`src/verilog/mos_cfg.svh`:
```
// offsets, field positions, reset values and timing counts of the block
`ifndef MOS_CFG_SVH
`define MOS_CFG_SVH
`define MOS_AW 8
`define MOS_DW 32
`define MOS_SW 17
`define MOS_OFF_CTRL 8'h00
`define MOS_OFF_CFG 8'h04
`define MOS_OFF_INIT 8'h08
`define MOS_OFF_HIGH 8'h0C
`define MOS_OFF_PROX 8'h10
`define MOS_OFF_ACC 8'h14
`define MOS_OFF_TGT 8'h18
`define MOS_OFF_STAT 8'h1C
`define MOS_OFF_PV 8'h20
`define MOS_OFF_SPD 8'h24
`define MOS_CTRL_SRCH 0
`define MOS_CTRL_PVZ 1
`define MOS_CTRL_REL 2
`define MOS_CTRL_ABS 3
`define MOS_CTRL_RET 4
`define MOS_CTRL_STOP 5
`define MOS_CTRL_CLR 6
`define MOS_CFG_W 5
`define MOS_CFG_RST 5'h00
`define MOS_SPD_RST 17'h00000
`define MOS_ACC_RST 17'h00001
`define MOS_MAX_SPD 17'h186A0
`define MOS_CLK_HZ 27'h5F5E100
`define MOS_CLK_MHZ 100
`define MOS_RAMP_US 1000
`define MOS_RAMP_CYC (`MOS_RAMP_US * `MOS_CLK_MHZ)
`endif

```
`src/verilog/mos_pkg.sv`:
```
// types shared by the origin search block
package mos_pkg;
  typedef enum logic [3:0] {
    MOS_IDLE = 4'h1,
    MOS_HI = 4'h2,
    MOS_LO = 4'h4,
    MOS_MOVE = 4'h8
  } mos_state_t;
  typedef struct packed {
    logic dir_ccw;
    logic s_curve;
    logic clr_org;
    logic lim_no;
    logic lim_always;
  } mos_cfg_t;
  typedef struct packed {
    logic [3:0] state;
    logic lim_hit;
    logic err;
    logic busy;
    logic defined;
  } mos_stat_t;
endpackage

```
`src/verilog/mos_origin_search.sv`:
```
// origin search and positioning control for one pulse output channel
//
// The address map and the strobed register port were left to the implementer.
`timescale 1ns/1ps
`default_nettype none
`include "mos_cfg.svh"
// Summary of operation
// - present value set command zeroes value, defines origin
// - search drives pulses, watches origin, proximity, limits
// - start at initial speed, ramp to high speed
// - after proximity ramp to low speed, keep moving
// - origin edge in low phase stops pulses
// - origin return refused while origin undefined
// - absolute positioning refused while origin undefined
// - relative move undefined: zero value then pulse
// - search-only role: limits act during search only
// - always role: limits also act during moves
// - limit polarity follows NC or NO setting
// - hold-origin: limit stops, origin state kept
// - clear-origin: limit stops, origin becomes undefined
// - initial speed accepted from 0 to 100 kpps
// - search needs high above proximity above initial
// - linear curve gives trapezoidal ramps
// - S-curve setting gives S-shaped ramps
// - origin taken on rising edge, configured direction
module mos_origin_search #(
  parameter int RAMP_CYC = `MOS_RAMP_CYC
) (
  // clock and reset
  input wire logic mclk_i,
  input wire logic rst_i,
  // register port
  input wire logic [`MOS_AW-1:0] addr_i,
  input wire logic [`MOS_DW-1:0] wdata_i,
  input wire logic wr_i,
  input wire logic rd_i,
  output logic [`MOS_DW-1:0] rdata_o,
  // position sensors
  input wire logic org_i,
  input wire logic prox_i,
  input wire logic cw_lim_i,
  input wire logic ccw_lim_i,
  // motor driver
  output logic pulse_o,
  output logic dir_o,
  // status
  output logic origin_defined_o,
  output logic busy_o
);
  ////////////////////////////////////////////////////////////////////////
  // pin synchronisers, order: ccw, cw, prox, org
  logic [3:0] pin_w;
  logic [3:0] s1_r;
  logic [3:0] s2_r;
  logic org_d_r;
  assign pin_w = {ccw_lim_i, cw_lim_i, prox_i, org_i};
  genvar gi;
  generate
    for (gi = 0; gi < 4; gi++) begin : g_sync
      always_ff @(posedge mclk_i or posedge rst_i) begin
        if (rst_i) begin
          s1_r[gi] <= 1'b0;
          s2_r[gi] <= 1'b0;
        end else begin
          s1_r[gi] <= pin_w[gi];
          s2_r[gi] <= s1_r[gi];
        end
      end
    end
  endgenerate
  always_ff @(posedge mclk_i or posedge rst_i) begin
    if (rst_i) org_d_r <= 1'b0;
    else org_d_r <= s2_r[0];
  end

  ////////////////////////////////////////////////////////////////////////
  // registers
  mos_pkg::mos_cfg_t cfg_r;
  mos_pkg::mos_state_t st_r;
  mos_pkg::mos_state_t st_nxt;
  logic [`MOS_SW-1:0] init_r;
  logic [`MOS_SW-1:0] high_r;
  logic [`MOS_SW-1:0] prox_r;
  logic [`MOS_SW-1:0] acc_r;
  logic [`MOS_DW-1:0] tgt_r;
  logic [`MOS_DW-1:0] pv_r;
  logic [`MOS_DW-1:0] pv_nxt;
  logic [`MOS_DW-1:0] rem_r;
  logic [`MOS_DW-1:0] rem_nxt;
  logic dir_r;
  logic dir_nxt;
  logic def_r;
  logic def_nxt;
  logic err_r;
  logic hit_r;
  logic step_r;
  logic [`MOS_SW-1:0] cur_r;
  logic [`MOS_SW-1:0] cur_nxt;
  logic [`MOS_SW-1:0] jerk_r;
  logic [`MOS_SW-1:0] jerk_nxt;
  logic [`MOS_SW-1:0] tick_r;
  logic [`MOS_DW-1:0] rdata_r;

  ////////////////////////////////////////////////////////////////////////
  // register decode
  logic wr_ctrl;
  logic go_srch;
  logic go_pvz;
  logic go_rel;
  logic go_abs;
  logic go_ret;
  logic go_stop;
  logic go_clr;
  logic [`MOS_SW-1:0] spd_wr;
  mos_pkg::mos_stat_t stat_w;
  logic [`MOS_DW-1:0] rd_sel;
  assign wr_ctrl = wr_i && addr_i == `MOS_OFF_CTRL;
  assign go_srch = wr_ctrl && wdata_i[`MOS_CTRL_SRCH];
  assign go_pvz = wr_ctrl && wdata_i[`MOS_CTRL_PVZ];
  assign go_rel = wr_ctrl && wdata_i[`MOS_CTRL_REL];
  assign go_abs = wr_ctrl && wdata_i[`MOS_CTRL_ABS];
  assign go_ret = wr_ctrl && wdata_i[`MOS_CTRL_RET];
  assign go_stop = wr_ctrl && wdata_i[`MOS_CTRL_STOP];
  assign go_clr = wr_ctrl && wdata_i[`MOS_CTRL_CLR];
  // speeds above 100 kpps saturate rather than wrap
  assign spd_wr = (wdata_i > {15'h0000, `MOS_MAX_SPD}) ?
                  `MOS_MAX_SPD : wdata_i[`MOS_SW-1:0];
  assign stat_w = '{state: st_r, lim_hit: hit_r, err: err_r,
                    busy: st_r != mos_pkg::MOS_IDLE, defined: def_r};
  assign rd_sel =
    (addr_i == `MOS_OFF_CFG) ? {27'h0000000, cfg_r} :
    (addr_i == `MOS_OFF_INIT) ? {15'h0000, init_r} :
    (addr_i == `MOS_OFF_HIGH) ? {15'h0000, high_r} :
    (addr_i == `MOS_OFF_PROX) ? {15'h0000, prox_r} :
    (addr_i == `MOS_OFF_ACC) ? {15'h0000, acc_r} :
    (addr_i == `MOS_OFF_TGT) ? tgt_r :
    (addr_i == `MOS_OFF_STAT) ? {24'h000000, stat_w} :
    (addr_i == `MOS_OFF_PV) ? pv_r :
    (addr_i == `MOS_OFF_SPD) ? {15'h0000, cur_r} : 32'h00000000;

  always_ff @(posedge mclk_i or posedge rst_i) begin
    if (rst_i) begin
      cfg_r <= `MOS_CFG_RST;
      init_r <= `MOS_SPD_RST;
      high_r <= `MOS_SPD_RST;
      prox_r <= `MOS_SPD_RST;
      acc_r <= `MOS_ACC_RST;
      tgt_r <= 32'h00000000;
    end else if (wr_i) begin
      if (addr_i == `MOS_OFF_CFG) cfg_r <= wdata_i[`MOS_CFG_W-1:0];
      if (addr_i == `MOS_OFF_INIT) init_r <= spd_wr;
      if (addr_i == `MOS_OFF_HIGH) high_r <= spd_wr;
      if (addr_i == `MOS_OFF_PROX) prox_r <= spd_wr;
      if (addr_i == `MOS_OFF_ACC) acc_r <= spd_wr;
      if (addr_i == `MOS_OFF_TGT) tgt_r <= wdata_i;
    end
  end

  always_ff @(posedge mclk_i or posedge rst_i) begin
    if (rst_i) rdata_r <= 32'h00000000;
    else rdata_r <= rd_i ? rd_sel : 32'h00000000;
  end

  ////////////////////////////////////////////////////////////////////////
  // sensors and limits
  logic idle_w;
  logic srch_w;
  logic org_rise;
  logic prox_s;
  logic [1:0] lim_act;
  logic lim_en;
  logic lim_trip;
  logic spd_ok;
  assign idle_w = st_r == mos_pkg::MOS_IDLE;
  assign srch_w = st_r == mos_pkg::MOS_HI || st_r == mos_pkg::MOS_LO;
  assign org_rise = s2_r[0] && !org_d_r;
  assign prox_s = s2_r[1];
  // NC contacts open on a hit, so a low level is the active one
  assign lim_act = cfg_r.lim_no ? s2_r[3:2] : ~s2_r[3:2];
  assign lim_en = srch_w ||
                  (cfg_r.lim_always && st_r == mos_pkg::MOS_MOVE);
  assign lim_trip = lim_en && |lim_act;
  assign spd_ok = high_r > prox_r && prox_r > init_r;

  ////////////////////////////////////////////////////////////////////////
  // motion requests
  logic [`MOS_DW-1:0] mv_delta;
  logic [`MOS_DW-1:0] mv_mag;
  logic abs_req;
  logic err_set;
  logic pg_pulse;
  assign abs_req = go_abs || go_ret;
  assign mv_delta = go_rel ? tgt_r : (go_ret ? 32'h00000000 : tgt_r) - pv_r;
  assign mv_mag = mv_delta[31] ? 32'h00000000 - mv_delta : mv_delta;
  assign err_set = idle_w && !go_srch && !go_rel && abs_req && !def_r ||
                   idle_w && go_srch && !spd_ok;

  always_comb begin
    st_nxt = st_r;
    pv_nxt = pv_r;
    rem_nxt = rem_r;
    dir_nxt = dir_r;
    def_nxt = def_r;
    if (pg_pulse) begin
      pv_nxt = dir_r ? pv_r - 32'h00000001 : pv_r + 32'h00000001;
      rem_nxt = rem_r - 32'h00000001;
    end
    unique case (st_r)
      mos_pkg::MOS_IDLE: begin
        if (go_srch) begin
          if (spd_ok) begin
            st_nxt = mos_pkg::MOS_HI;
            dir_nxt = cfg_r.dir_ccw;
          end
        end else if (go_rel) begin
          if (!def_r) pv_nxt = 32'h00000000;
          if (mv_mag != 32'h00000000) begin
            st_nxt = mos_pkg::MOS_MOVE;
            rem_nxt = mv_mag;
            dir_nxt = mv_delta[31];
          end
        end else if (abs_req && def_r && mv_mag != 32'h00000000) begin
          st_nxt = mos_pkg::MOS_MOVE;
          rem_nxt = mv_mag;
          dir_nxt = mv_delta[31];
        end
      end
      mos_pkg::MOS_HI: begin
        if (prox_s) st_nxt = mos_pkg::MOS_LO;
      end
      mos_pkg::MOS_LO: begin
        if (org_rise) begin
          st_nxt = mos_pkg::MOS_IDLE;
          pv_nxt = 32'h00000000;
          def_nxt = 1'b1;
        end
      end
      mos_pkg::MOS_MOVE: begin
        if (pg_pulse && rem_r == 32'h00000001) st_nxt = mos_pkg::MOS_IDLE;
      end
    endcase
    if (lim_trip) begin
      st_nxt = mos_pkg::MOS_IDLE;
      if (cfg_r.clr_org) def_nxt = 1'b0;
    end
    if (go_stop) st_nxt = mos_pkg::MOS_IDLE;
    if (go_pvz) begin
      pv_nxt = 32'h00000000;
      def_nxt = 1'b1;
    end
  end

  always_ff @(posedge mclk_i or posedge rst_i) begin
    if (rst_i) begin
      st_r <= mos_pkg::MOS_IDLE;
      pv_r <= 32'h00000000;
      rem_r <= 32'h00000000;
      dir_r <= 1'b0;
      def_r <= 1'b0;
    end else begin
      st_r <= st_nxt;
      pv_r <= pv_nxt;
      rem_r <= rem_nxt;
      dir_r <= dir_nxt;
      def_r <= def_nxt;
    end
  end

  // a set in the same cycle as a clear wins
  always_ff @(posedge mclk_i or posedge rst_i) begin
    if (rst_i) begin
      err_r <= 1'b0;
      hit_r <= 1'b0;
    end else begin
      err_r <= err_set || (err_r && !go_clr);
      hit_r <= lim_trip || (hit_r && !go_clr);
    end
  end

  ////////////////////////////////////////////////////////////////////////
  // speed profile
  logic tick_w;
  logic [`MOS_SW-1:0] goal_w;
  logic up_w;
  logic [`MOS_SW-1:0] gap_w;
  logic [`MOS_SW-1:0] s1_w;
  logic [`MOS_SW-1:0] jq_w;
  logic [`MOS_SW-1:0] s_step;
  logic [`MOS_SW-1:0] step_w;
  logic [`MOS_SW-1:0] stp_w;
  logic [`MOS_SW:0] jsum_w;
  assign tick_w = tick_r == 17'h00000;
  assign goal_w = (st_r == mos_pkg::MOS_LO) ? prox_r :
                  idle_w ? `MOS_SPD_RST : high_r;
  assign up_w = goal_w > cur_r;
  assign gap_w = up_w ? goal_w - cur_r : cur_r - goal_w;
  // S-curve: step grows with jerk and shrinks as the goal nears
  assign s1_w = jerk_r < acc_r ? jerk_r : acc_r;
  assign jq_w = (gap_w >> 2) + 17'h00001;
  assign s_step = s1_w < jq_w ? s1_w : jq_w;
  assign step_w = cfg_r.s_curve ? s_step : acc_r;
  assign stp_w = step_w > gap_w ? gap_w : step_w;
  assign jsum_w = {1'b0, jerk_r} + {4'h0, acc_r[`MOS_SW-1:3]} + 18'h00001;

  always_comb begin
    cur_nxt = cur_r;
    jerk_nxt = jerk_r;
    if (st_nxt == mos_pkg::MOS_IDLE) begin
      cur_nxt = `MOS_SPD_RST;
    end else if (idle_w) begin
      cur_nxt = init_r;
    end else if (tick_w) begin
      cur_nxt = up_w ? cur_r + stp_w : cur_r - stp_w;
    end
    if (idle_w || gap_w == 17'h00000) begin
      jerk_nxt = 17'h00001;
    end else if (tick_w) begin
      jerk_nxt = (jsum_w > {1'b0, `MOS_MAX_SPD}) ?
                 `MOS_MAX_SPD : jsum_w[`MOS_SW-1:0];
    end
  end

  always_ff @(posedge mclk_i or posedge rst_i) begin
    if (rst_i) begin
      cur_r <= `MOS_SPD_RST;
      jerk_r <= 17'h00001;
      tick_r <= 17'h00000;
    end else begin
      cur_r <= cur_nxt;
      jerk_r <= jerk_nxt;
      // restart the tick at every start so the first ramp step is a full
      // tick away and the start speed stands for a known time
      tick_r <= (tick_w || idle_w) ? 17'(RAMP_CYC - 1) :
                tick_r - 17'h00001;
    end
  end

  ////////////////////////////////////////////////////////////////////////
  // pulse output
  mos_pulse_gen u_pg (
    .mclk_i(mclk_i),
    .rst_i(rst_i),
    .run_i(!idle_w),
    .speed_i(cur_r),
    .pulse_o(pg_pulse)
  );
  logic busy_r;
  always_ff @(posedge mclk_i or posedge rst_i) begin
    if (rst_i) step_r <= 1'b0;
    else step_r <= pg_pulse && !idle_w;
  end
  // busy kept in its own flop so the pin comes straight from a register
  always_ff @(posedge mclk_i or posedge rst_i) begin
    if (rst_i) busy_r <= 1'b0;
    else busy_r <= st_nxt != mos_pkg::MOS_IDLE;
  end

  assign rdata_o = rdata_r;
  assign pulse_o = step_r;
  assign dir_o = dir_r;
  assign origin_defined_o = def_r;
  assign busy_o = busy_r;
endmodule
`default_nettype wire

```
`src/verilog/mos_pulse_gen.sv`:
```
// rate accumulator turning a speed in pps into single-cycle pulses
`timescale 1ns/1ps
`default_nettype none
`include "mos_cfg.svh"
module mos_pulse_gen (
  // clock and reset
  input wire logic mclk_i,
  input wire logic rst_i,
  // control
  input wire logic run_i,
  input wire logic [`MOS_SW-1:0] speed_i,
  // pulse
  output logic pulse_o
);
  logic [26:0] acc_r;
  logic [26:0] sum_w;
  logic wrap_w;
  assign sum_w = acc_r + {10'h000, speed_i};
  assign wrap_w = sum_w >= `MOS_CLK_HZ;
  // clearing on stop keeps the first pulse a full period after start
  always_ff @(posedge mclk_i or posedge rst_i) begin
    if (rst_i) begin
      acc_r <= 27'h0000000;
      pulse_o <= 1'b0;
    end else if (!run_i) begin
      acc_r <= 27'h0000000;
      pulse_o <= 1'b0;
    end else begin
      acc_r <= wrap_w ? sum_w - `MOS_CLK_HZ : sum_w;
      pulse_o <= wrap_w;
    end
  end
endmodule
`default_nettype wire

```
`config.mk`:
```
export PLATFORM = sky130hd
export DESIGN_NAME = mos_origin_search
export DESIGN_NICKNAME = d
export VERILOG_FILES = /design/src/verilog/mos_pkg.sv /design/src/verilog/mos_origin_search.sv /design/src/verilog/mos_pulse_gen.sv
export VERILOG_INCLUDE_DIRS = /design/src /design/src/verilog
export SDC_FILE = /design/constraint.sdc
export NUM_CORES = 1
export LEC_CHECK = 0
export ABC_AREA = 0
export BUFFER_PORTS_ARGS = -buffer_cell sky130_fd_sc_hd__clkbuf_2
export CAP_MARGIN = 20
export CORE_ASPECT_RATIO = 1.75
export CORE_MARGIN = 2
export CORE_UTILIZATION = 40
export CTS_BUF_LIST = sky130_fd_sc_hd__clkbuf_4 sky130_fd_sc_hd__clkbuf_8 sky130_fd_sc_hd__clkbuf_16
export CTS_CLUSTER_DIAMETER = 30
export DETAILED_ROUTE_END_ITERATION = 10
export PLACE_DENSITY = 0.52
export SKIP_LAST_GASP = 1
export SYNTH_ARGS = -nofsm -noshare
export SYNTH_HDL_FRONTEND = slang
export SYNTH_SLANG_ARGS = --single-unit
```
`constraint.sdc`:
```
create_clock -name mclk_i -period 28.4 [get_ports mclk_i]
set_input_delay 2.84 -clock mclk_i [delete_from_list [all_inputs] [get_ports mclk_i]]
set_output_delay 2.84 -clock mclk_i [all_outputs]
set_load 0.03 [all_outputs]
```
* Word-level counts from Yosys, hierarchy flattened *
Cells that the tools add are included.

word-level totals
  register bits after elaboration = 299
  bits of input ports = 48
  output and inout bits = 36
  word-level logic and storage cells = 200

operators by class
  $add $sub $neg = 15
  $lt $le $gt $ge = 9
  equality and inequality tests = 19
  mux-type cells = 68
  bitwise gates (word level) = 1
  reduce and logical (&&, ||, !) cells = 54

operators with widths
  kind                                                        count
  2-to-1 mux 32 bit                                           25
  2-to-1 mux 17 bit                                           17
  > comparator 17 bit                                         4
  case mux 32 bit (2 select lines)                            1
  subtractor 32 x 1 -> 32 bit (second input constant)         2
  2-to-1 mux 27 bit                                           2
  subtractor 17 bit                                           3
  2-to-1 mux 4 bit                                            10
  zero test 17 bit                                            2
  adder 32 x 1 -> 32 bit (second input constant)              1
  equality test 32 x 1 -> 1 bit (second input constant)       1
  equality test 8 x 5 -> 1 bit (second input constant)        4
  > comparator 32 x 17 -> 1 bit (second input constant)       1
  nonzero test 32 bit                                         1
  subtractor 1 x 32 -> 32 bit (first input constant)          1
  subtractor 32 bit                                           1
  adder 27 x 17 -> 27 bit                                     1
  greater-or-equal comparator 27 bit (second input constant)  1
  subtractor 27 bit (second input constant)                   1
  logical AND 1 bit                                           24
  adder 17 x 14 -> 18 bit                                     1
  adder 18 x 1 -> 18 bit (second input constant)              1
  > comparator 18 x 17 -> 1 bit (second input constant)       1
  adder 17 bit                                                1
  other kinds (26)                                            59

* Longest topological paths before layout *
Gate-level depths: netlist of run 1.

  depth after elaboration = 18
  depth in mapped cells = 67
  depth with buffers taken out = 61

* Cells and area by module *
From an unflattened synthesis of run 1, not the netlist that was laid out.

unflattened totals
  cells, all modules = 3368
  area, all modules = 27346.2 um^2

modules (own cells, without submodules)
  module             times used  cells each  area an instance (um^2)
  mos_origin_search  1           2999        24349.6
  mos_pulse_gen      1           369         2996.6

* Least setup slack after synthesis of run 1 *
No wires, ideal clock.

  path type = register to register
  from = register st_r[0]
  to = register cur_r[16]
  arrival = 12.727 ns
  slack = 15.546 ns
  stages on the path, launching flop included = 61
  buffers on the path = 6
  clock period less this slack = 12.854 ns
  path through = dfstp_2 > clkbuf_1 > inv_1 > nor4_1 > nor2_1 > clkbuf_1 > a22o_1 > ha_1 > clkbuf_1 > nand4_1 > nand2b_1 > or4_1 > clkbuf_1 > o211ai_1 > nand2_1 > a21oi_1 > or4b_1 > or3_1 > [25 not listed] > a21oi_1 > fa_1 > a21o_1 > a21oi_1 > o21ai_0 > a21oi_1 > o21ai_0 > a21oi_1 > nor2b_1 > o21a_1 > o41ai_1 > nor2_1 > a211oi_1 > o21ai_0 > xnor2_1 > and3_1 > mux2i_1 > a21oi_1

between the ends
  cells in the longest elaborated chain, start to end = 16
  elaborated cells on any way between the ends = 39
  those cells by class = add/sub: 5; order compare: 3; eq/ne: 5; mux: 21; reduce/logical: 5

ends and longest elaborated chain
  element                                                          RTL line                                            text
  start: declaration                                               mos_origin_search.sv:79                             mos_pkg::mos_state_t st_r;
  start signal: assignment                                         mos_origin_search.sv:255                            st_r <= mos_pkg::MOS_IDLE;
  start signal: assignment                                         mos_origin_search.sv:261                            st_r <= st_nxt;
  equality test 4 x 1 -> 1 bit                                     mos_origin_search.sv:174, mos_origin_search.sv:208
  2-to-1 mux 17 bit                                                mos_origin_search.sv:294                            idle_w ? `MOS_SPD_RST : high_r;
  2-to-1 mux 17 bit                                                mos_origin_search.sv:293                            assign goal_w = (st_r == mos_pkg::MOS_LO) ? prox_r :
  subtractor 17 bit / > comparator 17 bit (equally long branches)  mos_origin_search.sv:296, mos_origin_search.sv:295
  2-to-1 mux 17 bit                                                mos_origin_search.sv:296                            assign gap_w = up_w ? goal_w - cur_r : cur_r - goal_w;
  adder 15 x 1 -> 16 bit                                           mos_origin_search.sv:299                            assign jq_w = (gap_w >> 2) + 17'h00001;
  less-than comparator 17 x 16 -> 1 bit                            mos_origin_search.sv:300                            assign s_step = s1_w < jq_w ? s1_w : jq_w;
  2-to-1 mux 17 bit                                                mos_origin_search.sv:300
  2-to-1 mux 17 bit                                                mos_origin_search.sv:301                            assign step_w = cfg_r.s_curve ? s_step : acc_r;
  > comparator 17 bit                                              mos_origin_search.sv:302                            assign stp_w = step_w > gap_w ? gap_w : step_w;
  2-to-1 mux 17 bit                                                mos_origin_search.sv:302
  subtractor 17 bit / adder 17 bit (equally long branches)         mos_origin_search.sv:313                            cur_nxt = up_w ? cur_r + stp_w : cur_r - stp_w;
  2-to-1 mux 17 bit                                                mos_origin_search.sv:313
  2-to-1 mux 17 bit                                                mos_origin_search.sv:312                            end else if (tick_w) begin
  2-to-1 mux 17 bit                                                mos_origin_search.sv:310                            end else if (idle_w) begin
  2-to-1 mux 17 bit                                                mos_origin_search.sv:308                            if (st_nxt == mos_pkg::MOS_IDLE) begin
  end signal: assignment                                           mos_origin_search.sv:325                            cur_r <= `MOS_SPD_RST;
  end signal: assignment                                           mos_origin_search.sv:329                            cur_r <= cur_nxt;
  end: declaration                                                 mos_origin_search.sv:97                             logic [`MOS_SW-1:0] cur_r;

Parallel ways exist; a longest one is shown, timed or not. The select of a mux whose other input is x is not followed.
A chain may end at the register's enable or synchronous reset.

* Final worst setup path of run 1 *
  from = register st_r[3]
  to = register cur_r[16]

The elaborated chain is that of the path after synthesis.

==> metrics.md, run 1 <==
| Metric | Value |
|---|---|
| LEAKAGE | `13.9 nW` |
| CP Launch Type | `flop` |
| Clock Sink Count | `299` |
| Clock Path Buffers | `3` |
| Setup Fix Bufs, Post-CTS | `0` |
| DR vias | `26.0k` |
| Core area | `0.0672 mm²` |
| Routed vias/inst | `5.99` |
| Initial antenna violation count | `2` |
| Max-slew violation count | `0` |
| Detailed Route Iter0 Violations | `1,644` |
| Critical path buffers and inverters | `6` |
| Flops & latches, synth | `299` |
| RSZ-0062 raised after global routing | `false` |
| Maxcap violations | `0` |
| Synth Area in XOR/XNOR | `6.63%` |
| Tot GR Track Use | `31.3%` |
| Post-synthesis cell area | `0.0271 mm²` |
| Total clock buffers created by CTS | `67` |
| Worst-path clk slew | `0.05 ns` |
| Critical-path top delay cell | `or4_1` |
| Share of layout cells above drive strength 1 | `11.2%` |
| Final period util | `55.7%` |
| Largest net degree at the start of global routing | `111` |
| Number of enable flip-flop cells after synthesis | `0` |
| Cells after Synth | `3,319` |
| Die Span Y | `348 µm` |
| Hold_ws | `0.347 ns` |
| Crit path kind | `reg2reg` |
| HP Class | `reg2reg` |
| Setup violations, final | `0` |
| Sequential share of the synthesized area | `27.7%` |
| Status | `complete, no violations` |
| Post-DR wirelength/cell | `25.3 µm` |
| DP HPWL | `87,800 µm` |
| Distinct cells, synth | `109` |
| Final total power | `2.19 mW` |
| Main combinational cell family by area after synthesis | `compound AO/OA/AOI/OAI gates` |
| Max-slew headroom | `24.3%` |
| Synth area leader | `dfrtp_1` |
| Clock Skews | `0.0477 ns` |
| Post-synthesis simple-gate area fraction | `21.1%` |
| CTS Root Cell | `clkbuf_16` |
| Ports | `84` |
| PortBufs | `83` |
| CP max FO | `22` |
| Vias in the first global route | `26.7k` |
| Post-CTS Hold Buffers | `0` |
| Post-synth top area share | `27.4%` |
| Starting Density | `40.3%` |
| VDD IR max | `0.0460 mV` |
| P per Cell Area | `70.7 mW/mm²` |
| Rows | `126` |
| Post-synthesis mux area share | `5.31%` |
| Global-route wire length before repair | `164,000 µm` |
| Arrival @ worst endpoint | `16.35 ns` |
| Gp weighted congestion | `0.985` |
| Worst setup EP type | `flop` |
| Compound-cell area share of the yosys netlist | `23.2%` |
| Total gr overflow | `0` |
| H-tree depth | `3` |
| Crit-path max cell delay | `0.64 ns` |
| Yosys warnings | `0` |
| Synth Area in Adders | `11.3%` |
| Post-DRT Antenna Nets | `0` |
| CP delay by family, top | `simple AND/OR/NAND/NOR gates` |
| WP data required | `28.92 ns` |
| Avg Inst Size Synth | `8.15 µm²` |
| Die area | `0.0698 mm²` |
| Top cells by area, synth | `dfrtp_1, ha_1, xnor2_1` |
| Top cells by count, synth | `nor2_1, nand2_1, dfrtp_1` |
| Setup tns final | `0 ns` |
| Fmax | `0.0632 GHz` |
| Layout net count | `3,687` |
| Synth async-reset ratio | `100%` |
| CTS tree | `yes` |
| Final hold vios | `0` |
| Slew @ Worst Pin | `1.13 ns` |
| Drt first pass iters | `5` |
| Prevailing post-synth register cell | `dfrtp_1` |
| Total Wirelength | `110,000 µm` |
| DIE WIDTH | `201 µm` |
| Syn-to-layout area delta | `14.5%` |
| Post-route DRC | `0` |
| Syn Nets | `3,607` |
| CTS resizes | `0` |
| Final min period | `15.83 ns` |
| Most common cell in the netlist | `nor2_1` |
| Clock latency on the worst-skew pair | `0.65 ns` |
| Fillers | `6,756` |
==> registers in the layout, summed over array words and instances (netlist names), 3 cells and up <==
signal,count
prox_r,17
s1_r,4
tgt_r,32
jerk_r,17
u_pg.acc_r,27
pv_r,32
cur_r,17
s2_r,3
high_r,17
tick_r,17
rem_r,32
cfg_r,5
st_r,4
acc_r,17
rdata_o,32
init_r,17
==> cell type report <==
| class | instances | area (µm²) | area share (%) |
|---|---|---|---|
| well taps | 896 | 1120 | 3.62 |
| clock buffers | 73 | 1750 | 5.64 |
| inverters | 207 | 785 | 2.53 |
| diodes | 2 | 5.00 | 0.0161 |
| multi-input cells | 2681 | 18300 | 59.0 |
| flip-flops and latches | 299 | 7490 | 24.2 |
| repair buffers | 143 | 918 | 2.96 |
| clock inverters | 48 | 639 | 2.06 |
==> logic make-up (layout without fill, tap and decap cells) <==
family                     count (synthesis)  count (layout)
and+or+nand+nor                         1155            1155
AOI/OAI and AO/OA                        948             948
buffers and inverters                    339             471
DFF                                      299             299
adders and majority gates                240             240
xor gates and xnor gates                 204             204
muxes                                    134             134
other                                      0               2
==> layer usage <==
| metal | vias up | GRT usage (%) | wire (µm) |
|---|---|---|---|
| met3 | 378 | 4.34 | 4320 |
| met1 | 12600 | 28.6 | 36000 |
| met5 | - | 0 | 0 |
| li1 | 12300 | - | - |
| met4 | 0 | 29.9 | 12300 |
| met2 | 783 | 58.7 | 57300 |
==> per-stage QoR <==
| step | std cells | setup WS [ns] | utilization [%] | cell area [µm²] |
|---|---|---|---|---|
| 2_1_floorplan | 3319 | 15.55 | - | 27100 |
| 3_3_place_gp | 4215 | 12.79 | 42.4 | 28500 |
| 3_5_place_dp | 4220 | 12.79 | 42.4 | 28500 |
| 4_1_cts | 4341 | 12.75 | 46.0 | 30900 |
| 5_1_grt | 4347 | 11.62 | 46.1 | 31000 |
| 6_report | 4349 | 12.57 | 46.1 | 31000 |
==> report_power, final <==
group / switching, mW / leakage, nW / internal, mW
Sequential: 0.0169 / 3.94 / 0.437
Combinational: 0.602 / 8.81 / 0.314
Clock: 0.312 / 1.15 / 0.510
==> worst register-to-register path: cells and delay by family, from the launching register on <==
kind,cells,cell delay (ns)
fa+ha+maj,5,1.83
xor+xnor,2,0.28
compound gates,23,5.47
simple gates,19,5.88
mux,2,0.44
flops,1,0.45
buf+inv,6,1.35
==> final timing paths <==
kind	endpoint	cells after the start	slack [ns]	from
worst max-delay path	cur_r[16]$_DFFE_PP0P_	57	12.57	st_r[3]$_DFF_PP0_
worst max register to register	cur_r[16]$_DFFE_PP0P_	57	12.57	st_r[3]$_DFF_PP0_
max in group asynchronous	cfg_r[2]$_DFFE_PP0P_	4	23.84	rst_i
worst min-delay path	s2_r[3]$_DFF_PP0_	0	0.35	s1_r[3]$_DFF_PP0_
min in group asynchronous	rdata_o[10]$_DFF_PP0_	2	2.32	rst_i
worst min register to register	s2_r[3]$_DFF_PP0_	0	0.35	s1_r[3]$_DFF_PP0_
==> placed cells by master (no fill, tap or decap), types with 12 or more instances in the layout <==
master,instances
o31ai_1,24
a21o_1,71
nor2b_1,36
dfrtp_1,295
nor2_1,306
xor2_1,67
nor4_1,32
and3_1,32
inv_1,203
buf_4,55
a22o_1,18
o22ai_1,19
a31oi_1,38
nand3_1,77
clkinv_4,12
clkbuf_2,83
mux2_2,61
mux2i_1,70
or2_2,18
and2_1,57
ha_1,233
nand3b_1,14
a21boi_0,14
nand2_1,304
a22oi_1,42
a21oi_1,195
a211o_1,12
clkbuf_16,67
nand4_1,36
a211oi_1,54
xnor2_1,136
nand2b_1,33
or3_1,30
nor3_1,109
o21a_1,43
o21ai_0,231
or4_1,15
o211ai_1,31
Power figures use the tool's default switching activity.
==> run 2, diff against run 1 <==
--- a/config.mk
+++ b/config.mk
@@ -15,7 +15,7 @@
 export CTS_BUF_LIST = sky130_fd_sc_hd__clkbuf_4 sky130_fd_sc_hd__clkbuf_8 sky130_fd_sc_hd__clkbuf_16
 export CTS_CLUSTER_DIAMETER = 30
 export DETAILED_ROUTE_END_ITERATION = 10
-export PLACE_DENSITY = 0.52
+export PLACE_DENSITY = 0.54
 export SKIP_LAST_GASP = 1
 export SYNTH_ARGS = -nofsm -noshare
 export SYNTH_HDL_FRONTEND = slang
==> constraint.sdc (replaced) <==
create_clock -name mclk_i -period 13.39 [get_ports mclk_i]
set_input_delay 1.339 -clock mclk_i [delete_from_list [all_inputs] [get_ports mclk_i]]
set_output_delay 1.339 -clock mclk_i [all_outputs]
set_load 0.03 [all_outputs]
==> run 2 against run 1 <==
Effect of this change:
- cell area rose by 3.5%
- sequential power grew 110%
- combinational power grew 150%
- die area unchanged
- global-route usage rose by 0.72 points
- largest power group unchanged
- clock skew down 0.027 ns
- critical endpoint is now cur_r[15]$_DFFE_PP0P_
==> metrics.md, run 2 (synthesized netlist as in run 1, its figures left out) <==
| Metric | Value |
|---|---|
| Final hold vios | `0` |
| Most common cell after layout, fill and taps aside | `nor2_1` |
| P per Cell Area | `154 mW/mm²` |
| Tot GR Track Use | `32.0%` |
| Syn-to-layout area delta | `18.6%` |
| Slew @ Worst Pin | `1.09 ns` |
| CP max FO | `17` |
| Final period util | `94.5%` |
| Worst setup EP type | `flop` |
| Detailed Route Iter0 Violations | `1,743` |
| WP data required | `13.93 ns` |
| Total Wirelength | `112,000 µm` |
| Post-route DRC | `0` |
| Starting Density | `40.3%` |
| DP HPWL | `89,900 µm` |
| Multi-input logic area | `0.0184 mm²` |
| Vias in the first global route | `27.5k` |
| Clock latency on the worst-skew pair | `0.66 ns` |
| Core area | `0.0672 mm²` |
| Logic pwr share | `45.7%` |
| Net Sw Power | `1.99 mW` |
| Ant diodes | `0` |
| Maxcap violations | `0` |
| Die area | `0.0698 mm²` |
| Clock Skews | `0.0210 ns` |
| Largest net degree at the start of global routing | `106` |
| Clock power frac | `34.9%` |
| Post-DR wirelength/cell | `25.1 µm` |
| Fillers | `6,690` |
| HP Class | `reg2reg` |
| H-tree depth | `3` |
| Total gr overflow | `0` |
| Worst-path clk slew | `0.06 ns` |
| Final min period | `12.65 ns` |
| Non-Filler Instances | `4,484` |
| Drt first pass iters | `5` |
| Routed vias/inst | `5.98` |
| VDD IR max | `0.156 mV` |
| Total clock buffers created by CTS | `66` |
| P_int | `2.95 mW` |
| Max-slew violation count | `0` |
| DR vias | `26.8k` |
| CTS tree | `yes` |
| Post-DRT Antenna Nets | `0` |
| Post-CTS Hold Buffers | `0` |
| Number of instances in the placed design | `4,356` |
| Clock Path Buffers | `3` |
| Sequential share of power | `19.5%` |
| Fmax | `0.0790 GHz` |
| Crit-path max cell delay | `0.61 ns` |
| Clock Sink Count | `299` |
| CP delay by family, top | `compound AO/OA/AOI/OAI gates` |
| Gp weighted congestion | `0.990` |
| Initial antenna violation count | `1` |
| Most frequent cells in the layout | `nor2_1, nand2_1, dfrtp_1` |
| Layout net count | `3,823` |
| Hold_ws | `0.348 ns` |
| Setup tns final | `0 ns` |
| PortBufs | `83` |
| Setup violations, final | `0` |
| Ports | `84` |
| CTS Root Cell | `clkbuf_16` |
| Switching share of power | `40.3%` |
| Global-route wire length before repair | `167,000 µm` |
| Sequential cell area | `0.00749 mm²` |
| Critical-path top delay cell | `dfstp_2` |
| LEAKAGE | `14.6 nW` |
| Status | `complete, no violations` |
| Max-slew headroom | `26.9%` |
| Share of layout cells above drive strength 1 | `14.9%` |
| Crit path kind | `reg2reg` |
| CP Launch Type | `flop` |
| Arrival @ worst endpoint | `13.20 ns` |
| Die Span Y | `348 µm` |
| DIE WIDTH | `201 µm` |
| Critical path buffers and inverters | `7` |
| Util after Layout | `47.8%` |
| Rows | `126` |
==> run 2: final timing paths <==
kind	from	endpoint	slack [ns]	depth (start not counted)
setup / recovery	st_r[0]$_DFF_PP1_	cur_r[15]$_DFFE_PP0P_	0.74	59
hold / removal	s1_r[3]$_DFF_PP0_	s2_r[3]$_DFF_PP0_	0.35	0
setup reg to reg	st_r[0]$_DFF_PP1_	cur_r[15]$_DFFE_PP0P_	0.74	59
hold reg to reg	s1_r[3]$_DFF_PP0_	s2_r[3]$_DFF_PP0_	0.35	0
max in group asynchronous	rst_i	cfg_r[4]$_DFFE_PP0P_	10.35	4
min in group asynchronous	rst_i	high_r[16]$_DFFE_PP0P_	0.84	2
==> run 2: worst reg2reg max path: cells and delay by family, from the launching register on <==
kind	cells	cell delay (ns)
multiplexers	2	0.56
AND/OR/NAND/NOR	15	3.16
adder cells (fa/ha/maj)	6	1.80
flip-flops	1	0.61
AO/OA/AOI/OAI	28	5.32
XOR/XNOR	1	0.14
buffers and inverters	7	0.97
==> run 2: metrics by stage <==
step | setup slack (ns) | total power [mW] | cell area (µm²)
floorplan | 0.536 | 2.25 | 27100
global placement | 0.152 | 3.16 | 29500
detailed placement | 0.238 | 3.17 | 29500
CTS | 0.154 | 4.92 | 31900
global route | -0.0310 | 5.17 | 32100
finish | 0.737 | 4.93 | 32100
==> run 2: routing by layer <==
layer,wire [µm],up-vias,track usage (%)
met5,0,-,0
li1,-,12500,-
met4,11900,0,29.1
met3,4500,381,4.64
met1,36600,13000,29.2
met2,59400,902,60.6
==> run 2: area by class of cell <==
cell class / instances / area share [%]
multi-input combinational: 2681 / 57.2
sequential: 299 / 23.3
timing repair buffer: 280 / 6.15
clock buffer: 79 / 5.55
tap: 896 / 3.49
inverter: 207 / 2.45
clock inverter: 42 / 1.83
==> run 2: what timing repair did <==
action | 4_1_cts | 5_1_grt
setup buffers | 0 | 1
resized for setup | 0 | 18
endpoints found under the setup margin | 0 | 7
==> run 2: power groups by stage <==
stage / registers [mW] / clock network, mW / logic [mW]
3_3_place_gp: 0.973 / 0 / 2.19
2_1_floorplan: 0.960 / 0 / 1.29
6_report: 0.960 / 1.72 / 2.25
3_5_place_dp: 0.973 / 0 / 2.20
4_1_cts: 0.959 / 1.75 / 2.21
5_1_grt: 0.961 / 1.79 / 2.42
